`src/core/plms_pkg.sv`:
```
// Package with register map, reset values and field helpers for the port latch, mode and bypass block.
package plms_pkg;
  localparam logic [7:0] PLMS_ADDR_P1_LATCH  = 8'h90;
  localparam logic [7:0] PLMS_ADDR_P2_LATCH  = 8'hA0;
  localparam logic [7:0] PLMS_ADDR_P2_DRIVE  = 8'hA6;
  localparam logic [7:0] PLMS_ADDR_P3_LATCH  = 8'hB0;
  localparam logic [7:0] PLMS_ADDR_P0_BYPASS = 8'hD4;
  localparam logic [7:0] PLMS_ADDR_P1_BYPASS = 8'hD5;
  localparam logic [7:0] PLMS_ADDR_P2_BYPASS = 8'hD6;
  localparam logic [7:0] PLMS_ADDR_P1_DRIVE  = 8'hA5;
  localparam logic [7:0] PLMS_ADDR_P1_ANADIG = 8'hF2;
  localparam logic [7:0] PLMS_ADDR_P2_ANADIG = 8'hF3;
  localparam logic [7:0] PLMS_ADDR_P3_ANADIG = 8'hF4;
  localparam logic [7:0] PLMS_RST_LATCH      = 8'hFF;
  localparam logic [7:0] PLMS_RST_BYPASS     = 8'h00;
  localparam logic [7:0] PLMS_RST_DRIVE      = 8'h00;
  localparam logic [7:0] PLMS_RST_ANADIG     = 8'hFF;
  localparam int         PLMS_NPORT          = 3;
  typedef logic [7:0] plms_byte_t;

  // Bit-address decode: the low three bits of a latch bit address give the bit position within the latch byte.
  function automatic logic [2:0] plms_bit_pos(input logic [7:0] baddr);
    plms_bit_pos = baddr[2:0];
  endfunction
endpackage

```
`src/core/plms_pad_if.sv`:
```
// Interface carrying one port's pad control between the register core and the pad stage.
`timescale 1ns/1ps
interface plms_pad_if;
  logic [7:0] latch;
  logic [7:0] drive;
  logic [7:0] digital;
  logic [7:0] pin_sync;
  logic [7:0] pin_out;
  logic [7:0] pin_oe;
  logic [7:0] rd_val;
  modport core (output latch, output drive, output digital, input rd_val, input pin_out, input pin_oe);
  modport pad  (input latch, input drive, input digital, output rd_val, output pin_out, output pin_oe,
                input pin_sync);
endinterface

```
`src/core/plms_pad.sv`:
```
// Pad stage for one eight-pin port: output enable, drive level and pin read value.
`timescale 1ns/1ps
module plms_pad (
  plms_pad_if.pad p  // Port control and results
);
  import plms_pkg::*;
  always_comb begin
    for (int i = 0; i < 8; i++) begin
      p.pin_out[i] = p.latch[i];
      // Zero drives low; one drives only when push-pull; analog pins never drive.
      p.pin_oe[i]  = p.digital[i] & (~p.latch[i] | p.drive[i]);
      // Analog pins read back zero, digital pins show the synchronised pin level.
      p.rd_val[i]  = p.digital[i] & p.pin_sync[i];
    end
  end
endmodule

```
`src/core/plms_top.sv`:
```
// Port latches, drive and analog selects and crossbar bypass masks reached over the special register bus.
`timescale 1ns/1ps
module plms_top (
  input  wire logic                 clk,         // System clock
  input  wire logic                 rst_n,       // Asynchronous reset, active low
  input  wire logic                 ce,          // Clock enable, freezes state when low
  input  wire logic [7:0]           sfr_addr,    // Byte or bit address
  input  wire logic                 sfr_wr,      // Byte write strobe
  input  wire logic                 sfr_rd,      // Byte read strobe
  input  wire logic                 sfr_rmw,     // Qualifies the read as read-modify-write
  input  wire logic                 sfr_bit,     // Access is single-bit at a bit address
  input  wire logic                 sfr_bit_val, // Bit value for a single-bit write
  input  wire plms_pkg::plms_byte_t sfr_wdata,   // Write data
  output      plms_pkg::plms_byte_t sfr_rdata,   // Read data
  output logic                      sfr_rbit,    // Bit read data
  output logic                      sfr_hit,     // Address decoded by this block
  input  wire logic [23:0]          pin_in,      // Pad levels, ports 1..3
  output logic [23:0]               pin_out,     // Pad output level
  output logic [23:0]               pin_oe,      // Pad output enable, high while driving
  output logic [23:0]               skip_mask    // Bypass masks to crossbar, ports 0..2
);
  import plms_pkg::*;

  plms_byte_t latch_r [PLMS_NPORT];
  plms_byte_t latch_nxt [PLMS_NPORT];
  plms_byte_t drive_r [PLMS_NPORT];
  plms_byte_t drive_nxt [PLMS_NPORT];
  plms_byte_t anadig_r [PLMS_NPORT];
  plms_byte_t anadig_nxt [PLMS_NPORT];
  plms_byte_t bypass_r [PLMS_NPORT];
  plms_byte_t bypass_nxt [PLMS_NPORT];
  // Two flops on the pins keep a metastable level away from the read path; reads see pins two edges late.
  logic [23:0] sync1_r;
  logic [23:0] sync1_nxt;
  logic [23:0] sync2_r;
  logic [23:0] sync2_nxt;
  plms_byte_t  rd_r;
  plms_byte_t  rd_nxt;
  logic        rbit_r;
  logic        rbit_nxt;
  logic        hit_r;
  logic        hit_nxt;
  logic [23:0] out_r;
  logic [23:0] out_nxt;
  logic [23:0] oe_r;
  logic [23:0] oe_nxt;
  logic [23:0] skip_r;
  logic [23:0] skip_nxt;
  logic [23:0] out_c;
  logic [23:0] oe_c;
  plms_byte_t  pinval [PLMS_NPORT];

  plms_pad_if pif [PLMS_NPORT] ();

  // One pad stage per port turns latch, drive and analog select into pad controls.
  genvar g;
  generate
    for (g = 0; g < PLMS_NPORT; g++) begin : gp
      assign pif[g].latch    = latch_r[g];
      assign pif[g].drive    = drive_r[g];
      assign pif[g].digital  = anadig_r[g];
      assign pif[g].pin_sync = sync2_r[g*8 +: 8];
      assign pinval[g]       = pif[g].rd_val;
      assign out_c[g*8 +: 8] = pif[g].pin_out;
      assign oe_c[g*8 +: 8]  = pif[g].pin_oe;
      plms_pad u_pad (.p(pif[g]));
    end
  endgenerate

  // Latch index for a byte or bit address, or -1 when the address is no latch.
  function automatic int latch_idx(input logic [7:0] a, input logic is_bit);
    logic [7:0] base;
    base = is_bit ? {a[7:3], 3'h0} : a;
    if (base == PLMS_ADDR_P1_LATCH) latch_idx = 0;
    else if (base == PLMS_ADDR_P2_LATCH) latch_idx = 1;
    else if (base == PLMS_ADDR_P3_LATCH) latch_idx = 2;
    else latch_idx = -1;
  endfunction

  // Register group: one access per cycle, and a read in the same cycle as a write returns the old value.
  always_comb begin
    int         li;
    logic [2:0] bp;
    li = latch_idx(sfr_addr, sfr_bit);
    bp = plms_bit_pos(sfr_addr);
    // Everything but hit holds unless this cycle's access names it; hit clears each cycle.
    for (int k = 0; k < PLMS_NPORT; k++) begin
      latch_nxt[k]  = latch_r[k];
      drive_nxt[k]  = drive_r[k];
      anadig_nxt[k] = anadig_r[k];
      bypass_nxt[k] = bypass_r[k];
    end
    // Port 3 has no drive select in this block, so its pins stay open drain.
    drive_nxt[2] = PLMS_RST_DRIVE;
    rd_nxt   = rd_r;
    rbit_nxt = rbit_r;
    hit_nxt  = 1'b0;
    // Bit accesses only reach the three latches; a bit address elsewhere is ignored.
    if (sfr_bit) begin
      if (li >= 0) begin
        hit_nxt = sfr_wr | sfr_rd;
        if (sfr_wr) begin
          latch_nxt[li][bp] = sfr_bit_val;
        end
        if (sfr_rd) begin
          // Bit instructions that write back must see the latch, plain bit tests see the pin.
          rbit_nxt = sfr_rmw ? latch_r[li][bp] : pinval[li][bp];
        end
      end
    end else if (sfr_wr || sfr_rd) begin
      hit_nxt = 1'b1;
      if (li >= 0) begin
        if (sfr_wr) latch_nxt[li] = sfr_wdata;
        if (sfr_rd) rd_nxt = sfr_rmw ? latch_r[li] : pinval[li];
      end else if (sfr_addr == PLMS_ADDR_P1_DRIVE) begin
        if (sfr_wr) drive_nxt[0] = sfr_wdata;
        if (sfr_rd) rd_nxt = drive_r[0];
      end else if (sfr_addr == PLMS_ADDR_P2_DRIVE) begin
        if (sfr_wr) drive_nxt[1] = sfr_wdata;
        if (sfr_rd) rd_nxt = drive_r[1];
      end else if (sfr_addr == PLMS_ADDR_P1_ANADIG) begin
        if (sfr_wr) anadig_nxt[0] = sfr_wdata;
        if (sfr_rd) rd_nxt = anadig_r[0];
      end else if (sfr_addr == PLMS_ADDR_P2_ANADIG) begin
        if (sfr_wr) anadig_nxt[1] = sfr_wdata;
        if (sfr_rd) rd_nxt = anadig_r[1];
      end else if (sfr_addr == PLMS_ADDR_P3_ANADIG) begin
        if (sfr_wr) anadig_nxt[2] = sfr_wdata;
        if (sfr_rd) rd_nxt = anadig_r[2];
      end else if (sfr_addr == PLMS_ADDR_P0_BYPASS) begin
        if (sfr_wr) bypass_nxt[0] = sfr_wdata;
        if (sfr_rd) rd_nxt = bypass_r[0];
      end else if (sfr_addr == PLMS_ADDR_P1_BYPASS) begin
        if (sfr_wr) bypass_nxt[1] = sfr_wdata;
        if (sfr_rd) rd_nxt = bypass_r[1];
      end else if (sfr_addr == PLMS_ADDR_P2_BYPASS) begin
        if (sfr_wr) bypass_nxt[2] = sfr_wdata;
        if (sfr_rd) rd_nxt = bypass_r[2];
      end else begin
        // Unmapped addresses belong to other blocks: nothing changes and no hit is flagged.
        hit_nxt = 1'b0;
      end
    end
  end

  // Configuration group: latches, drive and analog selects and bypass masks.
  always_ff @(posedge clk or negedge rst_n) begin
    if (!rst_n) begin
      for (int k = 0; k < PLMS_NPORT; k++) begin
        latch_r[k]  <= PLMS_RST_LATCH;
        drive_r[k]  <= PLMS_RST_DRIVE;
        anadig_r[k] <= PLMS_RST_ANADIG;
        bypass_r[k] <= PLMS_RST_BYPASS;
      end
    end else if (ce) begin
      for (int k = 0; k < PLMS_NPORT; k++) begin
        latch_r[k]  <= latch_nxt[k];
        drive_r[k]  <= drive_nxt[k];
        anadig_r[k] <= anadig_nxt[k];
        bypass_r[k] <= bypass_nxt[k];
      end
    end
  end

  // Response group: read data and bit data hold until the next read of their kind, hit lasts one cycle.
  always_ff @(posedge clk or negedge rst_n) begin
    if (!rst_n) begin
      rd_r   <= 8'h00;
      rbit_r <= 1'b0;
      hit_r  <= 1'b0;
    end else if (ce) begin
      rd_r   <= rd_nxt;
      rbit_r <= rbit_nxt;
      hit_r  <= hit_nxt;
    end
  end

  // Pad controls are registered so every output leaves a flop; a latch write reaches the pin one cycle late.
  always_comb begin
    sync1_nxt = pin_in;
    sync2_nxt = sync1_r;
    out_nxt   = out_c;
    oe_nxt    = oe_c;
    skip_nxt  = {bypass_r[2], bypass_r[1], bypass_r[0]};
  end

  // The synchronisers freeze with the rest while ce is low, so a pin change waits for the clock enable.
  always_ff @(posedge clk or negedge rst_n) begin
    if (!rst_n) begin
      sync1_r <= '0;
      sync2_r <= '0;
      out_r   <= {PLMS_NPORT{PLMS_RST_LATCH}};
      oe_r    <= 24'h000000;
      skip_r  <= {PLMS_NPORT{PLMS_RST_BYPASS}};
    end else if (ce) begin
      sync1_r <= sync1_nxt;
      sync2_r <= sync2_nxt;
      out_r   <= out_nxt;
      oe_r    <= oe_nxt;
      skip_r  <= skip_nxt;
    end
  end

  // Every output is a flop output; no logic sits between the registers and the ports.
  assign sfr_rdata = rd_r;
  assign sfr_rbit  = rbit_r;
  assign sfr_hit   = hit_r;
  assign pin_out   = out_r;
  assign pin_oe    = oe_r;
  assign skip_mask = skip_r;
endmodule

```
`config.mk`:
```
export PLATFORM = sky130hd
export DESIGN_NAME = plms_top
export DESIGN_NICKNAME = d
export VERILOG_FILES = /design/src/core/plms_pkg.sv /design/src/core/plms_pad_if.sv /design/src/core/plms_pad.sv /design/src/core/plms_top.sv
export SDC_FILE = /design/constraint.sdc
export NUM_CORES = 1
export LEC_CHECK = 0
export ABC_AREA = 1
export ABC_CLOCK_PERIOD_IN_PS = 4200
export BUFFER_PORTS_ARGS = -buffer_cell sky130_fd_sc_hd__buf_2
export CAP_MARGIN = 20
export CORE_MARGIN = 2
export CORE_UTILIZATION = 61
export DETAILED_ROUTE_END_ITERATION = 6
export HOLD_SLACK_MARGIN = 0.06
export PLACE_DENSITY_LB_ADDON = 0.3
export SYNTH_ARGS = -nofsm -noshare
export SYNTH_HDL_FRONTEND = slang
export SYNTH_HIERARCHICAL = 1
export SYNTH_SLANG_ARGS = --single-unit
```
`constraint.sdc`:
```
create_clock -name clk -period 4.2 [get_ports clk]
set_clock_uncertainty 0.1 [all_clocks]
set_input_delay 0.21 -clock clk [delete_from_list [all_inputs] [get_ports clk]]
set_output_delay 0.21 -clock clk [all_outputs]
set_load 0.02 [all_outputs]
```
==> flow_summary.toml, run 1 <==
[run_status]
status = "finished clean"

[clock_network]
numCtsBuffers = 23
clk_path_buf_depth = 3
clock_latency_ns = 0.52
cts_max_level = 1
cts_tree = "done"
clk_pin_slew_ns = 0.06
cts_sinks = 218
cts_root_buf = "clkbuf_16"
postCtsResizedCells = 0

[logic_synthesis]
synth_warnings = 6
synth_compound_area_share_pct = 10.46
synthSimpleGateAreaFrac_pct = 28.26
synth_top_area_cell = "dfrtp_1"
netlist_instances = 1427
synth_area_mm2 = 0.01095
synth-xor-area-share_pct = 0
syn-mean-instance-area_um2 = 7.673
synthFlopType = "dfrtp_1"
synthArstFlopShare_pct = 100.0
synth_top_family_by_area = "simple AND/OR/NAND/NOR gates"
ys_seq_area_share_pct = 50.65
synthMuxAreaShare_pct = 0.5485
synth-edff-count = 0
synth_cell_type_count = 42
synth_top_area_share_pct = 33.37
synth.area.top_cells = "dfrtp_1 33%, nand2_1 21%, dfstp_2 17%, inv_1 5.6%, o21ai_0 3.6%"
synth-seq-cells = 218
synthAdderAreaFrac_pct = 0

[global_routing]
grt_pass1_wl_um = 55530
grt-ovfl-total = 0
grt_max_degree = 125
grt_pass1_vias = 9625
grt.total_usage_pct = 39.71
antenna_found_initial = 1

[floorplanning]
dieArea_mm2 = 0.01904
die_h_um = 138.0
die_x_um = 138.0
rows = 48
start_util_pct = 62.87
top_level_ports = 130
core-area_mm2 = 0.01742

[placed_design]
routabilityCongestion = 1.057
dp_slack_ns = 1.319
dp_hpwl_um = 26080
io_buffers = 129
numPlacedInstances = 1716

[timing]
rsz0062_at_grt = "false"
setup_slack_ns = 1.223
max_freq_mhz = 335.9
drv_slew = 0
final_hold_viol_count = 0
tightest_slew_ns = 1.019
post-route-period-util_pct = 70.88
holdWs_ns = 0.1420
setup_viol_count_final = 0
period_needed_ns = 2.977
tns_ns = 0
slew_headroom_pct = 32.09

[worst_setup_path]
crit_slowest_cell = "nor3_2"
cp.required_ns = 4.54
setup.worst_path.end_class = "flip-flop"
crit_arrival_ns = 3.31
start_kind = "primary input"
cp_max_fo = 21
worst_path_largest_cell_delay_ns = 0.68
path_cells = "dlygate4sd3_1, buf_2, inv_1, nand2_4, nand3_4, nand2_4, inv_2, nand2_2, nor3_2, mux2i_1, inv_1"
worst-setup-path-type = "primary input to flip-flop"

[cells_and_area]
layout.area.seq_mm2 = 0.005545
diodes = 0
multi_input_area_mm2 = 0.004329
nFillCells = 1261
stdcell_count = 1793
layout_commonest_cell = "nand2_1"
nets = 1600
area_growth_syn_to_layout_pct = 15.38
final_cell_mix = "614 x nand2_1, 163 x inv_1, 146 x dfrtp_1"
drive_gt1_share_pct = 20.09

[run]
maxCapViolations = 0

[routing]
routedWlPerCell_um = 20.85
postRouteAntennaNets = 0
dr.pass1.iters = 5
drc = 0
via_count = 10350
drtIter0Drc = 1054
wl_um = 37380
viasPerCell = 5.772

[hold_path]
hold_path.class = "primary input to flip-flop"

[pwr]
ir_drop_uv = 367.2
p_leak_nw = 6.637
p_per_area_mw_per_mm2 = 376.2
==> Yosys cell counts (6+ instances only) <==
library cell,n
o21ai_0,79
clkbuf_1,27
mux2i_1,6
buf_4,31
o21ai_2,7
buf_1,6
dfstp_2,72
a21oi_2,24
a21oi_1,35
dfrtp_1,146
nand2_2,8
inv_1,163
o21ai_1,26
nand4_1,15
nand3_1,43
inv_2,13
nor2_1,47
nand2_1,614
buf_2,11
==> critical path: cells and delay by family <==
family	cells	cell delay (ns)
muxes	1	0.27
and+or+nand+nor	5	1.47
buffers and inverters	5	1.34
==> cells by family after synthesis <==
kind of cell | after synthesis
AOI/OAI and AO/OA | 195
buffers and inverters | 254
DFF | 218
muxes | 6
other | 1
and+or+nand+nor | 753
==> registers in the layout, summed over array words and instances (netlist names) <==
name,count
bypass_r,24
pin_oe,24
sync2_r,24
sfr_rbit,1
pin_out,24
pif.digital,24
sfr_hit,1
sync1_r,24
skip_mask,24
sfr_rdata,8
pif.latch,24
pif.drive,16
==> repair_timing <==
item / CTS / global route
hold buffers: 35 / 0
hold endpoints to repair: 135 / 0
setup buffers: 0 / 0
==> path summary, 6_finish.rpt <==
| check | cells after the start | endpoint | start | slack (ns) |
|---|---|---|---|---|
| min in group asynchronous | 2 | sync1_r[22] | rst_n | 0.26 |
| worst min register to register | 2 | pin_out[10] | pin_out[10] | 0.36 |
| worst min-delay path | 4 | pif[0].latch[2] | sfr_addr[2] | 0.14 |
| worst max register to register | 10 | sfr_rbit | pif[1].latch[4] | 2.40 |
| worst max-delay path | 11 | pif[1].digital[3] | sfr_bit | 1.22 |
| max in group asynchronous | 3 | pif[0].digital[7] | rst_n | 2.72 |
==> routing by layer <==
metal	track usage, %	vias to the layer above	wire [um]
met5	0	-	0
met3	6.031	115	3438
met2	64.08	628	17330
met1	53.52	4949	14800
li1	-	4658	-
met4	17.57	0	1814
==> layout make-up <==
type                       count  share of cell area, %
clock buffer                  32                  5.219
clock inverter                 9                 0.5645
inverter                     177                  5.299
multi-input combinational    962                  34.27
sequential                   218                  43.89
tap                          225                  2.228
timing repair buffer         170                  8.527
==> power by group <==
group,internal (mW),switching (mW)
registers,2.21,0.0831
clock network,1.15,0.826
logic,0.144,0.334
==> metrics by stage <==
stage          instance area [um2]  total power, mW  utilization, %
2_1_floorplan                10980            2.560               -
3_3_place_gp                 11530            2.743           66.21
3_5_place_dp                 11530            2.758           66.21
4_1_cts                      12610            4.729           72.42
5_1_grt                      12630            4.895           72.54
6_report                     12630            4.753           72.54
(Power assumes the default switching activity.)
==> run 2, diff against run 1 <==
--- a/config.mk
+++ b/config.mk
@@ -6,11 +6,11 @@
 export NUM_CORES = 1
 export LEC_CHECK = 0
 export ABC_AREA = 1
-export ABC_CLOCK_PERIOD_IN_PS = 4200
+export ABC_CLOCK_PERIOD_IN_PS = 2900
 export BUFFER_PORTS_ARGS = -buffer_cell sky130_fd_sc_hd__buf_2
 export CAP_MARGIN = 20
 export CORE_MARGIN = 2
-export CORE_UTILIZATION = 61
+export CORE_UTILIZATION = 59
 export DETAILED_ROUTE_END_ITERATION = 6
 export HOLD_SLACK_MARGIN = 0.06
 export PLACE_DENSITY_LB_ADDON = 0.3
==> constraint.sdc (replaced) <==
create_clock -name clk -period 2.9 [get_ports clk]
set_clock_uncertainty 0.1 [all_clocks]
set_input_delay 0.145 -clock clk [delete_from_list [all_inputs] [get_ports clk]]
set_output_delay 0.145 -clock clk [all_outputs]
set_load 0.02 [all_outputs]
==> flow_summary.toml, run 2 (synthesis results as in run 1) <==
[run_status]
status = "finished clean"

[timing]
drv_slew = 0
tns_ns = 0
holdWs_ns = 0.08705
final_hold_viol_count = 0
post-route-period-util_pct = 84.60
slew_headroom_pct = 49.29
setup_viol_count_final = 0
max_freq_mhz = 407.6
rsz0062_at_grt = "false"
tightest_slew_ns = 0.7578
period_needed_ns = 2.453

[routing]
routedWlPerCell_um = 20.79
drc = 0
wl_um = 37630
drtIter0Drc = 939
viasPerCell = 5.672
via_count = 10270
postRouteAntennaNets = 0
dr.pass1.iters = 5

[hold_path]
min_from = "sfr_wr"
hold_path.class = "primary input to flip-flop"

[cells_and_area]
stdcell_count = 1810
nFillCells = 1329
area_growth_syn_to_layout_pct = 17.09
layout.area.seq_mm2 = 0.005545
final_util_pct = 70.89
layout.cell_area.non_filler_mm2 = 0.01282
drive_gt1_share_pct = 20.56
nets = 1612
layout_commonest_cell = "nand2_1"
diodes = 0
final_cell_mix = "614 x nand2_1, 163 x inv_1, 146 x dfrtp_1"
multi_input_area_mm2 = 0.004329

[worst_setup_path]
start_kind = "primary input"
setup.worst_path.end_class = "flip-flop"
cp.required_ns = 3.22
r2r_start = "pif[0].digital[6]"
cp-startpoint = "sfr_addr[0]"
cp_max_fo = 21
worst-setup-path-type = "primary input to flip-flop"
crit_arrival_ns = 2.77

[pwr]
ir_drop_uv = 672.3
p_leak_nw = 6.720
p_per_area_mw_per_mm2 = 553.8

[clock_network]
cts_root_buf = "clkbuf_16"
numCtsBuffers = 23
clk_pin_slew_ns = 0.06
cts_sinks = 218
cts_max_level = 1
clock_latency_ns = 0.52
clk_path_buf_depth = 3
cts_tree = "done"

[floorplanning]
top_level_ports = 130
die_h_um = 140.2
start_util_pct = 60.54
rows = 49
dieArea_mm2 = 0.01966
die_x_um = 140.2
core-area_mm2 = 0.01809

[placed_design]
numPlacedInstances = 1729
routabilityCongestion = 1.059
dp_hpwl_um = 26090
io_buffers = 129
placed_area_mm2 = 0.01163

[global_routing]
grt.total_usage_pct = 38.76
grt_pass1_vias = 9926
grt_max_degree = 110
grt_pass1_wl_um = 57830
antenna_found_initial = 0
grt-ovfl-total = 0

[run]
maxCapViolations = 0
-- run 2: path summary, 6_finish.rpt --
check,endpoint,slack (ns),cells past startpoint
max,pif[2].latch[5],0.45,11
min,sfr_hit,0.09,5
max reg2reg,sfr_rdata[6],1.07,10
min reg2reg,pin_out[2],0.36,2
max in group asynchronous,pin_out[17],1.74,3
min in group asynchronous,pin_oe[23],0.12,2
-- run 2: timing repair --
action,in CTS,in global routing
endpoints found under the hold margin,188,0
buffers inserted,0,0
resized for setup,0,0
hold buffers,38,0
-- run 2: per-layer routing --
layer / GRT usage, % / vias to the layer above / part of all wire, %
met4: 12.97 / 0 / 3.9
met5: 0 / - / 0
met1: 54.22 / 4907 / 41
met2: 62.05 / 583 / 46
met3: 6.632 / 98 / 9.7
li1: - / 4679 / -
-- run 2: area by class of cell --
cell class              instances  area share [%]
repair buffers                182           9.417
well taps                     229           2.235
flip-flops and latches        218           43.25
clock inverters                 9           1.015
multi-input cells             962           33.77
clock buffers                  33           5.094
inverters                     177           5.221
-- run 2: power breakdown --
part,internal (mW),switching [mW]
combinational,0.220,0.487
sequential,3.21,0.126
clock,1.84,1.22
total,5.26,1.84
-- run 2: worst max-delay path, stage by stage --
cell and delay [ns]:
dlygate4sd3_1 0.54, buf_2 0.20, nor2_4 0.21, nand2_2 0.11, nand2_4 0.20, nand3_4 0.28, nand2_4 0.27, nand2_1 0.13
nor2_2 0.33, nand2_1 0.13, o21ai_0 0.21
-- run 2: through the flow --
stage / setup WS [ns] / power, mW
2_1_floorplan: 1.164 / 3.708
3_5_place_dp: 0.5192 / 4.003
3_3_place_gp: 0.5957 / 3.987
4_1_cts: 0.5290 / 7.068
6_report: 0.4466 / 7.101
5_1_grt: 0.2135 / 7.317
